===== src/core/boot_select_defines.vh =====
// Summary of operation
// flash splits into five blocks; blocks 0 and 1 are 8 kB each, 0000-3FFF
// blocks 2, 3 and 4 are 16 kB each, covering 4000-FFFF
// with boot rom enabled, fetches from FC00-FFFF come from the 1 kB rom
// with boot rom disabled, the top 1 kB is fetched from flash
// at reset release a zero status byte starts execution at 0000
// nonzero status byte: start address is boot vector high byte, low byte 00
// boot vector ships as FC, giving start address FC00
// erasing status byte or boot vector erases both; software rewrites both
// strobe low, external access high, latch pin high at release forces loader
// programmer should write status byte zero after loading flash
// flash changes must run from a block other than the one modified; code refuses only byte program and block erase
// external access select low disables internal memory; all fetches external
// flash read and written per byte; byte program takes about 20 us
// chip erase clears all flash; block erase clears one block only
// all self-programming operations enter through one common command port
// erase and program pulse timing is generated on chip
// start address and strap decision captured once at release, held
`ifndef BOOT_SELECT_DEFINES_VH
`define BOOT_SELECT_DEFINES_VH
`define OFS_CTRL 8'h00
`define OFS_CMD 8'h04
`define OFS_STAT 8'h08
`define OFS_ADDR 8'h0C
`define OFS_DATA 8'h10
`define OFS_RDATA 8'h14
`define OFS_NV 8'h18
`define OFS_BOOT 8'h1C
`define CTRL_ROM_EN_BIT 0
`define CTRL_RESET 1'b1
`define STAT_BUSY_BIT 0
`define STAT_REFUSED_BIT 1
`define STAT_DONE_BIT 2
`define OP_PROG_BYTE 3'h1
`define OP_READ_BYTE 3'h2
`define OP_BLOCK_ERASE 3'h3
`define OP_CHIP_ERASE 3'h4
`define OP_NV_ERASE 3'h5
`define OP_PROG_STATUS 3'h6
`define OP_PROG_VECTOR 3'h7
`define NV_STATUS_FACTORY 8'hFF
`define NV_VECTOR_FACTORY 8'hFC
`define NV_ERASED 8'hFF
`define ROM_BASE 16'hFC00
`define APP_START 16'h0000
`define START_LOW_BYTE 8'h00
`define CLK_PERIOD_PS 4000
`define PROG_TIME_US 20
`define ERASE_TIME_MS 3000
`endif


===== src/core/boot_select_program_memory_map.v =====
// Decided for this implementation: the register offsets and the APB interface to the registers.
`timescale 1ns/1ps
`default_nettype none
`include "boot_select_defines.vh"

module boot_select_program_memory_map #(
    parameter ADDR_W = 8,
    parameter [31:0] PROG_CYC =
        ((`PROG_TIME_US * 1000000) + `CLK_PERIOD_PS - 1) / `CLK_PERIOD_PS,
    parameter [31:0] ERASE_CYC =
        `ERASE_TIME_MS * (1000000000 / `CLK_PERIOD_PS)
) (
    input wire ref_clk,
    input wire rst,
    input wire por,
    input wire [ADDR_W-1:0] paddr,
    input wire psel,
    input wire penable,
    input wire pwrite,
    input wire [31:0] pwdata,
    output reg [31:0] prdata,
    output wire pready,
    output reg pslverr,
    input wire program_store_strobe_n,
    input wire external_access_select,
    input wire addr_latch_pin,
    output wire core_run,
    output wire [15:0] start_addr,
    input wire [15:0] fetch_addr,
    output wire fetch_ready,
    output reg [7:0] fetch_data,
    output wire fetch_ext,
    output wire [9:0] rom_addr,
    input wire [7:0] rom_rdata,
    input wire [7:0] ext_rdata,
    output wire [15:0] flash_addr,
    input wire [7:0] flash_rdata,
    output reg [7:0] flash_wdata,
    output reg flash_prog,
    output reg [4:0] flash_erase_mask
);

    localparam [3:0] ST_IDLE = 4'b0001;
    localparam [3:0] ST_READ = 4'b0010;
    localparam [3:0] ST_BUSY = 4'b0100;
    localparam [3:0] ST_DONE = 4'b1000;

    reg rom_en_q;
    reg rst_q;
    reg start_valid_q;
    reg strap_q;
    reg [15:0] start_q;
    reg [7:0] nv_status_q;
    reg [7:0] nv_vector_q;
    reg [3:0] state_q;
    reg [2:0] op_q;
    reg [31:0] cnt_q;
    reg [15:0] op_addr_q;
    reg [7:0] op_data_q;
    reg [7:0] rdata_q;
    reg refused_q;
    reg done_q;
    reg [15:0] reg_addr_q;
    reg [7:0] reg_data_q;

    wire wr_en;
    wire rd_en;
    wire busy;
    wire cmd_wr;
    wire cmd_ok;
    wire hit_rom;
    wire strap_now;
    wire [2:0] cmd_op;
    wire [2:0] exec_blk;
    wire [2:0] target_blk;
    wire blk_clash;
    wire op_done;
    reg addr_ok;

    // block number of an address: two 8 kB blocks then three 16 kB blocks
    function [2:0] blk_of;
        input [15:0] a;
        begin
            if (a[15:14] == 2'b00)
                blk_of = {2'b00, a[13]};
            else
                blk_of = {1'b0, a[15:14]} + 3'd1;
        end
    endfunction

    // zero wait state slave: every access completes in its access phase
    assign pready = 1'b1;
    assign wr_en = psel & penable & pwrite;
    assign rd_en = psel & penable & ~pwrite;
    assign cmd_wr = wr_en & (paddr == `OFS_CMD);
    assign cmd_op = pwdata[2:0];
    assign busy = (state_q != ST_IDLE);

    // application cannot program or block-erase the block it is executing from; chip erase is not checked
    assign exec_blk = blk_of(fetch_addr);
    assign target_blk = blk_of(reg_addr_q);
    assign blk_clash = (cmd_op == `OP_PROG_BYTE || cmd_op == `OP_BLOCK_ERASE) &&
                       external_access_select && !hit_rom &&
                       (exec_blk == target_blk);
    assign cmd_ok = cmd_wr && !busy && (cmd_op != 3'h0) && !blk_clash;

    // address decode for the bus answer
    always @*
    begin
        case (paddr)
            `OFS_CTRL, `OFS_CMD, `OFS_STAT, `OFS_ADDR,
            `OFS_DATA, `OFS_RDATA, `OFS_NV, `OFS_BOOT:
                addr_ok = 1'b1;
            default:
                addr_ok = 1'b0;
        endcase
    end

    // read mux; unmapped addresses read zero with an error
    always @*
    begin
        prdata = 32'h0000_0000;
        pslverr = 1'b0;
        if (psel & penable)
        begin
            pslverr = ~addr_ok | (cmd_wr & ~cmd_ok);
            if (rd_en)
            begin
                case (paddr)
                    `OFS_CTRL: prdata = {31'h0000_0000, rom_en_q};
                    `OFS_STAT: prdata = {29'h0000_0000, done_q, refused_q, busy};
                    `OFS_ADDR: prdata = {16'h0000, reg_addr_q};
                    `OFS_DATA: prdata = {24'h00_0000, reg_data_q};
                    `OFS_RDATA: prdata = {24'h00_0000, rdata_q};
                    `OFS_NV: prdata = {16'h0000, nv_vector_q, nv_status_q};
                    `OFS_BOOT: prdata = {15'h0000, strap_q, start_q};
                    default: prdata = 32'h0000_0000;
                endcase
            end
        end
    end

    // software registers; sticky flags clear on write one, a new set wins
    always @(posedge ref_clk)
    begin
        if (rst)
        begin
            rom_en_q <= `CTRL_RESET;
            reg_addr_q <= 16'h0000;
            reg_data_q <= 8'h00;
            refused_q <= 1'b0;
            done_q <= 1'b0;
        end
        else
        begin
            if (wr_en && paddr == `OFS_CTRL)
                rom_en_q <= pwdata[`CTRL_ROM_EN_BIT];
            if (wr_en && paddr == `OFS_ADDR)
                reg_addr_q <= pwdata[15:0];
            if (wr_en && paddr == `OFS_DATA)
                reg_data_q <= pwdata[7:0];
            if (cmd_wr && !cmd_ok)
                refused_q <= 1'b1;
            else if (wr_en && paddr == `OFS_STAT && pwdata[`STAT_REFUSED_BIT])
                refused_q <= 1'b0;
            if (op_done)
                done_q <= 1'b1;
            else if (wr_en && paddr == `OFS_STAT && pwdata[`STAT_DONE_BIT])
                done_q <= 1'b0;
        end
    end

    // strap pattern that forces the loader
    assign strap_now = !program_store_strobe_n && external_access_select &&
                       addr_latch_pin;

    // start address caught only at the release edge of reset; the core
    // is held until it is known, so no fetch sees a stale vector
    always @(posedge ref_clk)
    begin
        if (rst)
        begin
            rst_q <= 1'b1;
            start_valid_q <= 1'b0;
            strap_q <= 1'b0;
            start_q <= `APP_START;
        end
        else
        begin
            rst_q <= 1'b0;
            if (rst_q)
            begin
                start_valid_q <= 1'b1;
                strap_q <= strap_now;
                if (nv_status_q != 8'h00 || strap_now)
                    start_q <= {nv_vector_q, `START_LOW_BYTE};
                else
                    start_q <= `APP_START;
            end
        end
    end

    assign core_run = start_valid_q;
    assign start_addr = start_q;

    // fetch decode: external, boot rom overlay, or flash
    assign fetch_ext = ~external_access_select;
    assign hit_rom = rom_en_q && (fetch_addr >= `ROM_BASE);
    assign rom_addr = fetch_addr[9:0];
    // flash port is shared; flash fetches stall while an operation runs
    assign fetch_ready = ~(busy & ~hit_rom & external_access_select);
    assign flash_addr = busy ? op_addr_q : fetch_addr;

    // fetch data registered one cycle after the address
    always @(posedge ref_clk)
    begin
        if (rst)
            fetch_data <= 8'h00;
        else if (!external_access_select)
            fetch_data <= ext_rdata;
        else if (hit_rom)
            fetch_data <= rom_rdata;
        else
            fetch_data <= flash_rdata;
    end

    // nonvolatile bytes survive rst; por models a fresh part
    always @(posedge ref_clk)
    begin
        if (por)
        begin
            nv_status_q <= `NV_STATUS_FACTORY;
            nv_vector_q <= `NV_VECTOR_FACTORY;
        end
        else if (op_done)
        begin
            case (op_q)
                `OP_NV_ERASE:
                begin
                    // the two bytes share one cell row, so both go together
                    nv_status_q <= `NV_ERASED;
                    nv_vector_q <= `NV_ERASED;
                end
                `OP_PROG_STATUS: nv_status_q <= op_data_q;
                `OP_PROG_VECTOR: nv_vector_q <= op_data_q;
                default: nv_status_q <= nv_status_q;
            endcase
        end
    end

    assign op_done = (state_q == ST_DONE);

    // operation sequencer with on-chip pulse timing
    always @(posedge ref_clk)
    begin
        if (rst)
        begin
            state_q <= ST_IDLE;
            op_q <= 3'h0;
            cnt_q <= 32'h0000_0000;
            op_addr_q <= 16'h0000;
            op_data_q <= 8'h00;
            rdata_q <= 8'h00;
            flash_wdata <= 8'h00;
            flash_prog <= 1'b0;
            flash_erase_mask <= 5'h00;
        end
        else
        begin
            case (state_q)
                ST_IDLE:
                begin
                    if (cmd_ok)
                    begin
                        op_q <= cmd_op;
                        op_addr_q <= reg_addr_q;
                        op_data_q <= reg_data_q;
                        flash_wdata <= reg_data_q;
                        case (cmd_op)
                            `OP_READ_BYTE:
                                state_q <= ST_READ;
                            `OP_PROG_BYTE:
                            begin
                                flash_prog <= 1'b1;
                                cnt_q <= PROG_CYC - 32'd1;
                                state_q <= ST_BUSY;
                            end
                            `OP_BLOCK_ERASE:
                            begin
                                flash_erase_mask <= 5'h01 << target_blk;
                                cnt_q <= ERASE_CYC - 32'd1;
                                state_q <= ST_BUSY;
                            end
                            `OP_CHIP_ERASE:
                            begin
                                flash_erase_mask <= 5'h1F;
                                cnt_q <= ERASE_CYC - 32'd1;
                                state_q <= ST_BUSY;
                            end
                            `OP_NV_ERASE:
                            begin
                                cnt_q <= ERASE_CYC - 32'd1;
                                state_q <= ST_BUSY;
                            end
                            default:
                            begin
                                cnt_q <= PROG_CYC - 32'd1;
                                state_q <= ST_BUSY;
                            end
                        endcase
                    end
                end
                ST_READ:
                begin
                    rdata_q <= flash_rdata;
                    state_q <= ST_DONE;
                end
                ST_BUSY:
                begin
                    if (cnt_q == 32'h0000_0000)
                    begin
                        flash_prog <= 1'b0;
                        flash_erase_mask <= 5'h00;
                        state_q <= ST_DONE;
                    end
                    else
                        cnt_q <= cnt_q - 32'd1;
                end
                ST_DONE:
                    state_q <= ST_IDLE;
                default:
                    state_q <= ST_IDLE;
            endcase
        end
    end

endmodule
`default_nettype wire


===== config.mk =====
export PLATFORM = sky130hd
export DESIGN_NAME = boot_select_program_memory_map
export DESIGN_NICKNAME = d
export VERILOG_FILES = /design/src/core/boot_select_program_memory_map.v
export VERILOG_INCLUDE_DIRS = /design/src /design/src/core
export SDC_FILE = /design/constraint.sdc
export NUM_CORES = 1
export LEC_CHECK = 0
export BUFFER_PORTS_ARGS = -buffer_cell sky130_fd_sc_hd__buf_2
export CAP_MARGIN = 20
export CORE_UTILIZATION = 53
export DETAILED_ROUTE_END_ITERATION = 8
export GPL_ROUTABILITY_DRIVEN = 0
export PLACE_DENSITY = 0.85
export SLEW_MARGIN = 10
export SYNTH_ARGS = -nofsm -noshare
export SYNTH_HDL_FRONTEND = slang
export SYNTH_SLANG_ARGS = --single-unit

===== constraint.sdc =====
create_clock -name ref_clk -period 2.62 [get_ports ref_clk]
set_input_delay 0.131 -clock ref_clk [delete_from_list [all_inputs] [get_ports ref_clk]]
set_output_delay 0.131 -clock ref_clk [all_outputs]
set_load 0.01 [all_outputs]

Yosys cells after proc, flatten, opt, wreduce, memory -nomap -nowiden
Memory sizes are Yosys's and may differ from the RTL's.
Cells that the tools add are included.
{"block": "totals", "ff_bits": 147, "romBits": 32, "inputBits": 89, "output_inout_bits": 101, "wordCells": 144, "memories": 1}
{"name": "(name not given)", "words": 32, "width": 1, "read_ports": 1, "rd_clocked_by_memory_dff": 0, "wr": 0, "line": "boot_select_program_memory_map.v:110", "text": "case (paddr)"}
{"block": "op_classes", "n_addsub": 3, "magnitude_cmp": 1, "n_eq_ne": 27, "shift": 1, "muxes": 34, "bitwise": 14, "n_reduce_logical": 43}
{"cell": "case mux 32 bit (2 select lines)", "count": 2}
{"cell": "case mux 17 bit (7 select lines)", "count": 1}
{"cell": "two-way mux 32 bit", "count": 2}
{"cell": "two-way mux 17 bit", "count": 2}
{"cell": "equality test 8 x 5 -> 1 bit (second input constant)", "count": 4}
{"cell": "zero test 32 bit", "count": 1}
{"cell": "two-way mux 16 bit", "count": 2}
{"cell": "case mux 8 bit (2 select lines)", "count": 2}
{"cell": "subtractor 32 x 1 -> 32 bit (second input constant)", "count": 1}
{"cell": "case mux 5 bit (2 select lines)", "count": 2}
{"cell": "equality test 8 x 4 -> 1 bit (second input constant)", "count": 2}
{"cell": "greater-or-equal comparator 16 bit (second input constant)", "count": 1}
{"cell": "logical AND 1 bit", "count": 16}
{"cell": "two-way mux 8 bit", "count": 2}
{"cell": "equality test 3 bit (second input constant)", "count": 5}
{"cell": "case mux 4 bit (3 select lines)", "count": 1}
{"cell": "AND reduction 4 bit", "count": 3}
{"cell": "two-way mux 1 bit", "count": 10}
{"cell": "two-way mux 5 bit", "count": 2}
{"cell": "inequality test 2 bit (second input constant)", "count": 5}
{"cell": "nonzero test 2 bit", "count": 5}
{"cell": "two-way mux 3 bit", "count": 3}
{"cell": "equality test 8 x 3 -> 1 bit (second input constant)", "count": 1}
{"cell": "zero test 8 bit", "count": 1}
{"cell": "other kinds (24)", "count": 47}

Depth between registers and ports, before layout
Gate-level depths: netlist of the first run.
{"block": "logic_depth", "depth_word": 11, "depth_mapped": 11}

Worst setup path before layout of the first run
OpenSTA, ideal clock, no wires.
{"block": "synth_timing", "kind": "register to register", "from": "register reg_addr_q[14]", "to": "register op_addr_q[0]", "arrival_ns": 2.190, "required_ns": 2.488, "slack_ns": 0.298, "stages_incl_launch_ff": 11, "path_buffers": 2, "cell_sequence": "dfxtp_1 > inv_1 > ha_1 > mux2i_2 > xnor2_1 > and2_1 > or4_1 > clkbuf_1 > buf_2 > nand2_1 > a21oi_1"}
{"block": "synth_between", "elab_chain_cells": 7, "elab_cells_between_ends": 8}
{"item": "from (decl)", "line": "boot_select_program_memory_map.v:63", "text": "reg [15:0] reg_addr_q;"}
{"item": "from (signal assigned)", "line": "boot_select_program_memory_map.v:159", "text": "reg_addr_q <= pwdata[15:0];"}
{"item": "adder 2 x 1 -> 3 bit / zero test 2 bit (equally long branches)", "line": "boot_select_program_memory_map.v:87, boot_select_program_memory_map.v:84"}
{"item": "two-way mux 3 bit *", "line": "boot_select_program_memory_map.v:84", "text": "if (a[15:14] == 2'b00)"}
{"item": "equality test 3 bit *", "line": "boot_select_program_memory_map.v:104", "text": "(exec_blk == target_blk);"}
{"item": "logical AND 1 bit *", "line": "boot_select_program_memory_map.v:102", "text": "assign blk_clash = (cmd_op == `OP_PROG_BYTE || cmd_op == `OP_BLOCK_ERASE) &&"}
{"item": "zero test 1 bit *", "line": "boot_select_program_memory_map.v:105", "text": "assign cmd_ok = cmd_wr && !busy && (cmd_op != 3'h0) && !blk_clash;"}
{"item": "logical AND 1 bit *", "line": "boot_select_program_memory_map.v:105"}
{"item": "AND reduction 2 bit (no source line) *"}
{"item": "to (signal assigned)", "line": "boot_select_program_memory_map.v:276", "text": "op_addr_q <= reg_addr_q;"}
{"item": "to (decl)", "line": "boot_select_program_memory_map.v:58", "text": "reg [15:0] op_addr_q;"}
Every way passes the cells marked *; elsewhere a longest branch is shown, timed or not.
A chain may end at the register's enable or synchronous reset.

Final worst setup path of the first run
{"block": "layout_timing", "from": "register reg_addr_q[14]", "to": "output pslverr"}
{"block": "layout_between", "elab_chain_cells": 10, "elab_cells_between_ends": 11}
{"item": "adder 2 x 1 -> 3 bit / zero test 2 bit (equally long branches)", "line": "boot_select_program_memory_map.v:87, boot_select_program_memory_map.v:84"}
{"item": "two-way mux 3 bit *", "line": "boot_select_program_memory_map.v:84"}
{"item": "equality test 3 bit *", "line": "boot_select_program_memory_map.v:104"}
{"item": "logical AND 1 bit *", "line": "boot_select_program_memory_map.v:102"}
{"item": "zero test 1 bit *", "line": "boot_select_program_memory_map.v:105"}
{"item": "logical AND 1 bit *", "line": "boot_select_program_memory_map.v:105"}
{"item": "inverter 1 bit *", "line": "boot_select_program_memory_map.v:126", "text": "pslverr = ~addr_ok | (cmd_wr & ~cmd_ok);"}
{"item": "bitwise AND 1 bit *", "line": "boot_select_program_memory_map.v:126"}
{"item": "bitwise OR 1 bit *", "line": "boot_select_program_memory_map.v:126"}
{"item": "two-way mux 1 bit *", "line": "boot_select_program_memory_map.v:124", "text": "if (psel & penable)"}
{"item": "to (decl)", "line": "boot_select_program_memory_map.v:23", "text": "output reg pslverr,"}
Marks and branches as above.

==> flow_metrics.py, run 1 <==
metrics = {
    "power": {
        "leakagePower_nw": 3.50,
        "switchingPower_mw": 1.15,
        "intPower_mw": 3.89,
        "seqPwrFrac": 0.425,
        "power.density_mw_per_mm2": 568,
        "p_clk_frac": 0.509,
        "ir_drop_uv": 390,
        "swShare": 0.228,
        "pwr-share-comb": 0.066,
    },
    "cells_and_area": {
        "nets": 1176,
        "fin_util": 0.694,
        "drive_gt1_frac": 0.223,
        "area_growth_pct": 25.9,
    },
    "detailed_routing": {
        "drt-pass1-iter-count": 7,
        "wirelength_um": 20900,
        "drtIter0Drc": 655,
        "vias_per_cell": 5.82,
        "route.detailed.drc": 0,
        "vias": 7369,
        "wl_per_cell_um": 16.5,
        "antenna_left": 0,
    },
    "placement": {
        "portBuffers": 149,
        "dpl.hpwl_um": 14000,
        "pre_cts_slack_ns": 0.131,
    },
    "critical_path": {
        "r2r_end": "cnt_q[8]",
        "slowest_delay_ns": 0.45,
        "critPathTopFamily": "XOR/XNOR gates",
        "cp_data_arrival_time_ns": 2.37,
        "worstPathRequired_ns": 2.49,
        "r2r_slack_ns": 0.14,
        "reg2regPathDepth": 11,
        "crit_start": "reg_addr_q[14]",
        "startpoint_type": "register",
        "critPathBufInv": 2,
        "path_cells": "inv_1 -> ha_4 -> mux2i_2 -> xnor2_1 -> and2_4 -> o21bai_1 -> a31oi_1 -> buf_2",
        "worstSetupPathType": "register to output pin",
        "crit_path_max_fanout": 3,
        "reg2reg_from": "reg_addr_q[14]",
        "crit_path_top_delay_cell": "xnor2_1",
        "end_kind": "output pin",
    },
    "clock_network": {
        "insertion_delay_ns": 0.43,
        "clockRootBuffer": "clkbuf_16",
        "clkTransAtPathRegs_ns": 0.06,
        "cts_max_path_buffers": 2,
        "cts_made_buffers": 17,
        "cts_htree_levels": 4,
        "clock_sinks": 139,
        "cts_tree": "built",
    },
    "yosys": {
        "synthCells": 918,
        "synth-edff-count": 0,
        "ys_ff_latch": 139,
        "synth.distinct_cells": 64,
        "yosys.area.top_type_share": 0.395,
        "synth_area_sq_mm": 0.00705,
        "netlist_top_cells_area": "dfxtp_1 (39%), nand2_1 (10%), a21oi_1 (6.9%)",
        "synth_top_area_cell": "dfxtp_1",
        "async_reset_ff_frac": 0,
        "ys.flop_type": "dfxtp_1",
        "avgSynthCellArea_sq_um": 7.68,
        "yosysSeqAreaShare": 0.395,
        "yosys_warnings": 0,
    },
    "global_route": {
        "antenna_found_initial": 1,
        "grt_pass1_wl_um": 33500,
        "first_global_vias": 6819,
        "grt_max_degree": 62,
        "grt-ovfl-total": 0,
        "gr-usage-all-layers": 0.302,
    },
    "timing": {
        "setup_ws_ns": 0.122,
        "setup_viol": 0,
        "relSlewSlack": 0.397,
        "skew_ns": 0.00577,
        "period_share": 0.953,
        "worst_slew_pin_slew_ns": 0.905,
        "holdWs_ns": 0.0579,
        "hold_viol_final": 0,
        "period_minus_slack_ns": 2.50,
        "drv_slew": 0,
        "fmax_mhz": 400,
    },
    "hold_path": {
        "min_to": "fetch_data[4]",
        "hold_path.class": "input port to register",
        "hp-start": "rom_rdata[4]",
        "whs_path_depth": 3,
    },
    "floorplan": {
        "fp.dieArea_sq_mm": 0.0138,
        "die_w_um": 117,
        "core-area_sq_mm": 0.0128,
        "start_util": 0.552,
        "ios": 190,
        "dieHeight_um": 117,
        "rows": 41,
    },
    "job": {
        "maxCapViolCount": 0,
    },
    "outcome": {
        "run_status": "finished, final reports clean",
    },
}
==> cell type report <==
class | instances | area (sq um)
antenna | 1 | 2.50
clock buffer | 18 | 439
clock inverter | 13 | 193
fill | 998 | 3900
inverter | 13 | 48.8
multi-input combinational | 699 | 3870
sequential | 139 | 2780
tap | 172 | 215
timing repair buffer | 211 | 1320
==> registers in the layout, summed over array words and instances (netlist names), 5 cells and up <==
signal	flops
cnt_q	32
fetch_data	8
flash_erase_mask	5
nv_status_q	8
nv_vector_q	8
op_addr_q	16
op_data_q	8
rdata_q	8
reg_addr_q	16
reg_data_q	8
start_addr	8
==> timing repair <==
item	in CTS	in global routing
setup buffers	0	1
hold buffers	29	0
pin swaps	0	2
resized for setup	1	5
hold endpoints to repair	34	0
setup endpoints to repair	1	1
==> tightest hold or removal path, delay by kind of cell <==
family / cells / cell delay, ns
buffers and inverters: 1 / 0.10
muxes: 1 / 0.12
AOI/OAI and AO/OA: 1 / 0.08
==> power by group through the flow <==
stage | logic [mW] | registers (mW) | clock network, mW
finish | 0.332 | 2.14 | 2.56
global route | 0.356 | 2.14 | 2.67
CTS | 0.319 | 2.14 | 2.58
detailed placement | 0.285 | 2.19 | 0
global placement | 0.282 | 2.19 | 0
floorplan | 0.180 | 2.19 | 0
==> cell families (layout without fill, tap and decap cells) <==
family,count (synthesis),after routing,share of synthesized area
AND/OR/NAND/NOR,413,413,0.275
AO/OA/AOI/OAI,234,234,0.209
flip-flops,139,139,0.395
buffers and inverters,102,255,0.0776
multiplexers,19,19,0.0275
adder cells (fa/ha/maj),6,6,0.0107
XOR/XNOR,3,3,0.00373
other,2,25,0.00107
==> cell usage in the layout, fill, tap and decap left out, types with 13 or more instances in the layout <==
cell | Yosys | layout
conb_1 | 2 | 24
nor2_1 | 96 | 96
a21oi_1 | 97 | 97
mux2i_1 | 18 | 18
a31oi_1 | 14 | 14
inv_1 | 13 | 13
dfxtp_1 | 139 | 139
nor3_1 | 24 | 23
o21ai_0 | 38 | 38
clkbuf_16 | 0 | 17
dlygate4sd3_1 | 0 | 29
buf_4 | 35 | 31
buf_2 | 8 | 148
nand2b_1 | 15 | 15
nand2_1 | 190 | 190
a22oi_1 | 19 | 19
==> routing by layer <==
layer | share of wire | vias to the layer above | track usage
li1 | - | 3506 | -
met1 | 0.42 | 3391 | 0.397
met2 | 0.46 | 411 | 0.479
met3 | 0.085 | 61 | 0.0516
met4 | 0.031 | 0 | 0.146
met5 | 0 | - | 0
==> cell usage after synthesis, types with 11 or more instances <==
library cell and n:
a21oi_1 97, o21ai_0 38, nand3_1 11, a22oi_1 19, nor4_1 11, nor2_1 96, dfxtp_1 139, buf_4 35
nand2_1 190, a31oi_1 14, mux2i_1 18, nor3_1 24, nand2b_1 15, clkbuf_1 42, inv_1 13
==> metrics by stage <==
stage               area, sq um  total power, mW  setup TNS [ns]  cells
global placement           7900             2.47               0   1204
finish                     8870             5.04               0   1266
floorplan                  7130             2.37               0    940
detailed placement         7900             2.47               0   1204
global route               8870             5.17         -0.0205   1266
CTS                        8830             5.04               0   1264
==> worst max-delay path by stage <==
stage	end	slack, ns	cells past startpoint
after floorplan	op_addr_q[0]	0.30	10
after global placement	cnt_q[8]	0.16	10
after detailed placement	cnt_q[3]	0.13	10
after CTS	pslverr	0.004	9
after global routing	pslverr	-0.02	9
final	pslverr	0.12	8
Power figures use the tool's default switching activity.
==> run 2, diff against run 1 <==
--- a/config.mk
+++ b/config.mk
@@ -8,10 +8,10 @@
 export LEC_CHECK = 0
 export BUFFER_PORTS_ARGS = -buffer_cell sky130_fd_sc_hd__buf_2
 export CAP_MARGIN = 20
-export CORE_UTILIZATION = 53
+export CORE_UTILIZATION = 48
 export DETAILED_ROUTE_END_ITERATION = 8
 export GPL_ROUTABILITY_DRIVEN = 0
-export PLACE_DENSITY = 0.85
+export PLACE_DENSITY = 0.79
 export SLEW_MARGIN = 10
 export SYNTH_ARGS = -nofsm -noshare
 export SYNTH_HDL_FRONTEND = slang
==> run 2 against run 1 <==
  * Combinational power about the same
  * Sequential power about the same
  * Clock-buffer cell count increased by 2
  * Critical path type unchanged
  * Critical endpoint unchanged
  * Largest cell class unchanged
  * Largest power group unchanged
==> flow_metrics.py, run 2 (synthesis gave the netlist of run 1 again) <==
metrics = {
    "power": {
        "swShare": 0.228,
        "pwr-share-comb": 0.067,
        "seqPwrFrac": 0.432,
        "ir_drop_uv": 400,
        "switchingPower_mw": 1.13,
        "leakagePower_nw": 3.50,
        "power.density_mw_per_mm2": 560,
        "p_clk_frac": 0.501,
        "intPower_mw": 3.83,
    },
    "clock_network": {
        "clkTransAtPathRegs_ns": 0.06,
        "cts_htree_levels": 4,
        "clockRootBuffer": "clkbuf_16",
        "cts_made_buffers": 17,
        "clock_sinks": 139,
        "insertion_delay_ns": 0.42,
        "cts_max_path_buffers": 2,
        "cts_tree": "built",
    },
    "global_route": {
        "antenna_found_initial": 2,
        "grt_max_degree": 86,
        "grt-ovfl-total": 0,
        "grt_pass1_wl_um": 32600,
        "first_global_vias": 6625,
        "gr-usage-all-layers": 0.278,
    },
    "timing": {
        "fin_tns_setup_ns": 0,
        "rsz0062_at_grt": "no",
        "hold_viol_final": 0,
        "fmax_mhz": 391,
        "relSlewSlack": 0.603,
        "period_minus_slack_ns": 2.56,
        "period_share": 0.977,
        "setup_viol": 0,
        "worst_slew_pin_slew_ns": 0.594,
        "holdWs_ns": 0.00783,
        "drv_slew": 0,
        "skew_ns": 0.00739,
    },
    "detailed_routing": {
        "drt-pass1-iter-count": 8,
        "wirelength_um": 20900,
        "vias_per_cell": 5.79,
        "drtIter0Drc": 758,
        "wl_per_cell_um": 16.4,
        "route.detailed.drc": 0,
        "vias": 7378,
        "antenna_left": 0,
    },
    "floorplan": {
        "die_w_um": 123,
        "start_util": 0.500,
        "ios": 190,
        "dieHeight_um": 123,
        "core-area_sq_mm": 0.0141,
        "fp.dieArea_sq_mm": 0.0152,
        "rows": 43,
    },
    "cells_and_area": {
        "top_register": "cnt_q",
        "nets": 1175,
        "drive_gt1_frac": 0.226,
        "n_fill_cell": 1219,
        "multi_input_area_sq_mm": 0.00386,
        "final_common_cell": "nand2_1",
        "largest_register_ffs": 32,
        "largestRegisters": "cnt_q (32), op_addr_q (16), reg_addr_q (16)",
        "ff_latch_area_sq_mm": 0.00278,
        "mostFrequentLayoutCells": "nand2_1 (190), buf_2 (148), dfxtp_1 (138)",
        "area_growth_pct": 25.8,
    },
    "placement": {
        "portBuffers": 149,
        "dpl.hpwl_um": 14400,
    },
    "hold_path": {
        "hp-start": "ext_rdata[3]",
        "whs_path_depth": 3,
        "hold_path.class": "input port to register",
        "min_to": "fetch_data[3]",
    },
    "critical_path": {
        "end_kind": "output pin",
        "reg2regPathDepth": 11,
        "reg2reg_from": "reg_addr_q[14]",
        "cp_data_arrival_time_ns": 2.43,
        "r2r_slack_ns": 0.10,
        "worstSetupPathType": "register to output pin",
        "crit_path_max_fanout": 4,
        "worstPathRequired_ns": 2.49,
        "startpoint_type": "register",
        "r2r_end": "cnt_q[20]",
    },
    "job": {
        "maxCapViolCount": 0,
    },
    "outcome": {
        "run_status": "finished, final reports clean",
    },
}
-- run 2: cell count changes in the layout (fill, tap and decap cells not counted), moves of 2 or more --
cell | previous run | this run
buf_4 | 31 | 33
clkinvlp_4 | 2 | 0
dlygate4sd3_1 | 29 | 25
ha_1 | 4 | 6
-- run 2: power by group through the flow --
stage | clock, mW | combinational [mW] | sequential, mW
after floorplan | 0 | 0.180 | 2.19
after global placement | 0 | 0.288 | 2.19
after detailed placement | 0 | 0.291 | 2.19
after CTS | 2.51 | 0.323 | 2.14
after global routing | 2.60 | 0.361 | 2.14
final | 2.49 | 0.331 | 2.14
-- run 2: stage by stage --
stage	worst slack, ns	area [sq um]	power, mW	std cells	util
6_report	0.0593	8860	4.96	1275	0.629
5_1_grt	0.00577	8860	5.11	1275	0.629
4_1_cts	0.000281	8840	4.97	1273	0.627
3_5_place_dp	0.00191	7950	2.48	1215	0.564
3_3_place_gp	0.169	7950	2.48	1215	0.564
2_1_floorplan	0.298	7130	2.37	940	-
-- run 2: metal layers --
layer	vias to the layer above	wire [um]	global-route usage
met5	-	0	0
met1	3444	9100	0.374
met4	0	656	0.144
met3	62	1590	0.0438
met2	369	9580	0.431
li1	3503	-	-
-- run 2: final cells by class --
| class | instances | area share |
|---|---|---|
| diodes | 2 | 0.000565 |
| clock buffers | 20 | 0.0515 |
| clock inverters | 12 | 0.0182 |
| inverters | 13 | 0.00551 |
| multi-input cells | 699 | 0.436 |
| flip-flops and latches | 139 | 0.314 |
| well taps | 180 | 0.0254 |
| repair buffers | 210 | 0.149 |
-- run 2: what timing repair did --
action / 4_1_cts / 5_1_grt
pin swaps: 3 / 2
setup endpoints to repair: 12 / 18
gates resized for setup: 4 / 3
setup buffers: 1 / 0
endpoints found under the hold margin: 29 / 0
hold buffers: 25 / 0
-- run 2: how the worst max path moves through the flow --
stage / startpoint / to / slack, ns
4_1_cts: reg_addr_q[15] / pslverr / 0.0003
5_1_grt: reg_addr_q[15] / cnt_q[20] / 0.006
6_report: reg_addr_q[14] / pslverr / 0.06
3_3_place_gp: reg_addr_q[15] / cnt_q[29] / 0.17
2_1_floorplan: reg_addr_q[14] / op_addr_q[0] / 0.30
3_5_place_dp: reg_addr_q[15] / cnt_q[10] / 0.002
-- run 2: worst max-delay path, stage by stage, from the launching register on --
cell and delay [ns]:
dfxtp_1 0.33, inv_1 0.06, ha_1 0.35, xnor2_1 0.21, nand4b_1 0.18, nor3_4 0.19, and2_4 0.19, o21bai_2 0.12
a31oi_1 0.22, buf_2 0.16
==> run 3, diff against run 2 <==
--- a/config.mk
+++ b/config.mk
@@ -11,6 +11,7 @@
 export CORE_UTILIZATION = 48
 export DETAILED_ROUTE_END_ITERATION = 8
 export GPL_ROUTABILITY_DRIVEN = 0
+export MAX_ROUTING_LAYER = met4
 export PLACE_DENSITY = 0.79
 export SLEW_MARGIN = 10
 export SYNTH_ARGS = -nofsm -noshare
==> run 3 against run 2 <==
  * Clock skew fell by 0.00061 ns
  * Register-to-register slack barely moved
  * Total power barely moved
  * Flip-flop and latch count did not move
  * Combinational power barely moved
  * Non-clock buffer count did not move
  * First-iteration DRC count rose by 0.13%
  * Sequential power barely moved
  * Clock power barely moved
  * Setup slack improved by 0.024 ns
  * Clock-buffer cell count did not move
==> flow_metrics.py, run 3 (synthesis gave the netlist of run 1 again) <==
metrics = {
    "critical_path": {
        "slowest_delay_ns": 0.35,
        "critPathTopFamily": "simple AND/OR/NAND/NOR gates",
        "crit_path_max_fanout": 4,
        "critPathBufInv": 2,
        "cp_data_arrival_time_ns": 2.41,
        "crit_path_top_delay_cell": "ha_1",
        "cp.depth": 9,
        "worstPathRequired_ns": 2.49,
        "reg2regPathDepth": 11,
        "worstSetupPathType": "register to output pin",
        "startpoint_type": "register",
        "path_cells": "inv_1 -> ha_1 -> xnor2_1 -> nand4b_1 -> nor3_4 -> and2_4 -> o21bai_2 -> a31oi_1 -> buf_2",
        "end_kind": "output pin",
    },
    "timing": {
        "hold_viol_final": 0,
        "drv_slew": 0,
        "holdWs_ns": 0.0101,
        "setup_viol": 0,
        "period_minus_slack_ns": 2.54,
        "fmax_mhz": 394,
        "period_share": 0.968,
        "relSlewSlack": 0.616,
        "rsz0062_at_grt": "no",
        "fin_tns_setup_ns": 0,
        "worst_slew_pin_slew_ns": 0.576,
        "skew_ns": 0.00678,
    },
    "floorplan": {
        "rows": 43,
        "start_util": 0.500,
        "fp.dieArea_sq_mm": 0.0152,
        "die_w_um": 123,
        "dieHeight_um": 123,
        "core-area_sq_mm": 0.0141,
        "ios": 190,
    },
    "outcome": {
        "run_status": "finished, final reports clean",
    },
    "detailed_routing": {
        "drtIter0Drc": 759,
        "vias": 7325,
        "wirelength_um": 20900,
        "route.detailed.drc": 0,
        "drt-pass1-iter-count": 7,
        "wl_per_cell_um": 16.4,
        "antenna_left": 0,
        "vias_per_cell": 5.75,
    },
    "power": {
        "power.density_mw_per_mm2": 559,
        "report.power.total_mw": 4.96,
        "leakagePower_nw": 3.50,
        "ir_drop_uv": 398,
    },
    "global_route": {
        "grt-busiest-layer": "met2",
        "grt_pass1_wl_um": 32600,
        "grt_use_met2": 0.432,
        "use_met1": 0.376,
        "first_global_vias": 6622,
        "grt_max_degree": 86,
        "grt-ovfl-total": 0,
        "antenna_found_initial": 2,
        "gr-usage-all-layers": 0.287,
        "grt_use_met3": 0.0420,
    },
    "cells_and_area": {
        "top_register": "cnt_q",
        "drive_gt1_frac": 0.226,
        "mostFrequentLayoutCells": "nand2_1 (190), buf_2 (148), dfxtp_1 (138)",
        "largest_register_ffs": 32,
        "final_common_cell": "nand2_1",
        "nets": 1175,
        "area_growth_pct": 25.8,
        "largestRegisters": "cnt_q (32), op_addr_q (16), reg_addr_q (16)",
        "n_fill_cell": 1219,
    },
    "job": {
        "maxCapViolCount": 0,
    },
    "clock_network": {
        "cts_htree_levels": 4,
        "cts_made_buffers": 17,
        "clockRootBuffer": "clkbuf_16",
        "insertion_delay_ns": 0.42,
        "cts_tree": "built",
        "cts_max_path_buffers": 2,
        "clkTransAtPathRegs_ns": 0.06,
        "clock_sinks": 139,
    },
    "hold_path": {
        "whs_path_depth": 3,
        "hold_path.class": "input port to register",
    },
    "placement": {
        "dpl.hpwl_um": 14400,
        "portBuffers": 149,
    },
}
run 3: cell counts in the layout (fill, tap and decap cells not counted):
No cell type changed its count.
run 3: area by class of cell:
type,count,area (sq um),share of cell area
clock buffers,20,457,0.0515
well taps,180,225,0.0254
diodes,2,5.00,0.000565
flip-flops and latches,139,2780,0.314
clock inverters,12,161,0.0182
multi-input cells,699,3860,0.436
inverters,13,48.8,0.00551
repair buffers,210,1320,0.149
run 3: through the flow:
stage / utilization / instance area [sq um] / setup WS [ns] / std cells
floorplan: - / 7130 / 0.298 / 940
global placement: 0.564 / 7950 / 0.169 / 1215
detailed placement: 0.564 / 7950 / 0.00191 / 1215
CTS: 0.627 / 8840 / 0.000281 / 1273
global route: 0.629 / 8860 / 0.00578 / 1275
finish: 0.629 / 8860 / 0.0829 / 1275
run 3: final timing paths:
| path | from | end | slack [ns] |
|---|---|---|---|
| worst min register to register | op_addr_q[14] | op_addr_q[14] | 0.45 |
| worst max-delay path | reg_addr_q[14] | pslverr | 0.08 |
| worst max register to register | reg_addr_q[14] | cnt_q[20] | 0.11 |
| worst min-delay path | ext_rdata[3] | fetch_data[3] | 0.01 |
run 3: repair_timing:
action,CTS,global route
hold buffers,25,0
endpoints found under the setup margin,12,18
gates resized for setup,4,3
hold endpoints to repair,29,0
setup buffers,1,0
pin swaps,3,2
run 3: report_power, final:
group          total, mW  internal, mW  switching, mW  leakage, nW
clock               2.48          1.56          0.926        0.305
sequential          2.14          2.13         0.0105         1.13
combinational      0.331         0.140          0.192         2.07
total               4.96          3.83           1.13         3.50
run 3: layer usage:
| layer | share of wire | routed length, um |
|---|---|---|
| met5 | 0 | 0 |
| met4 | 0.030 | 620 |
| met3 | 0.082 | 1730 |
| met2 | 0.45 | 9500 |
| met1 | 0.43 | 9080 |
run 3: worst min-delay path, cell delays in order:
cell and delay [ns]:
buf_2 0.10, nor2_1 0.09, a211oi_1 0.06
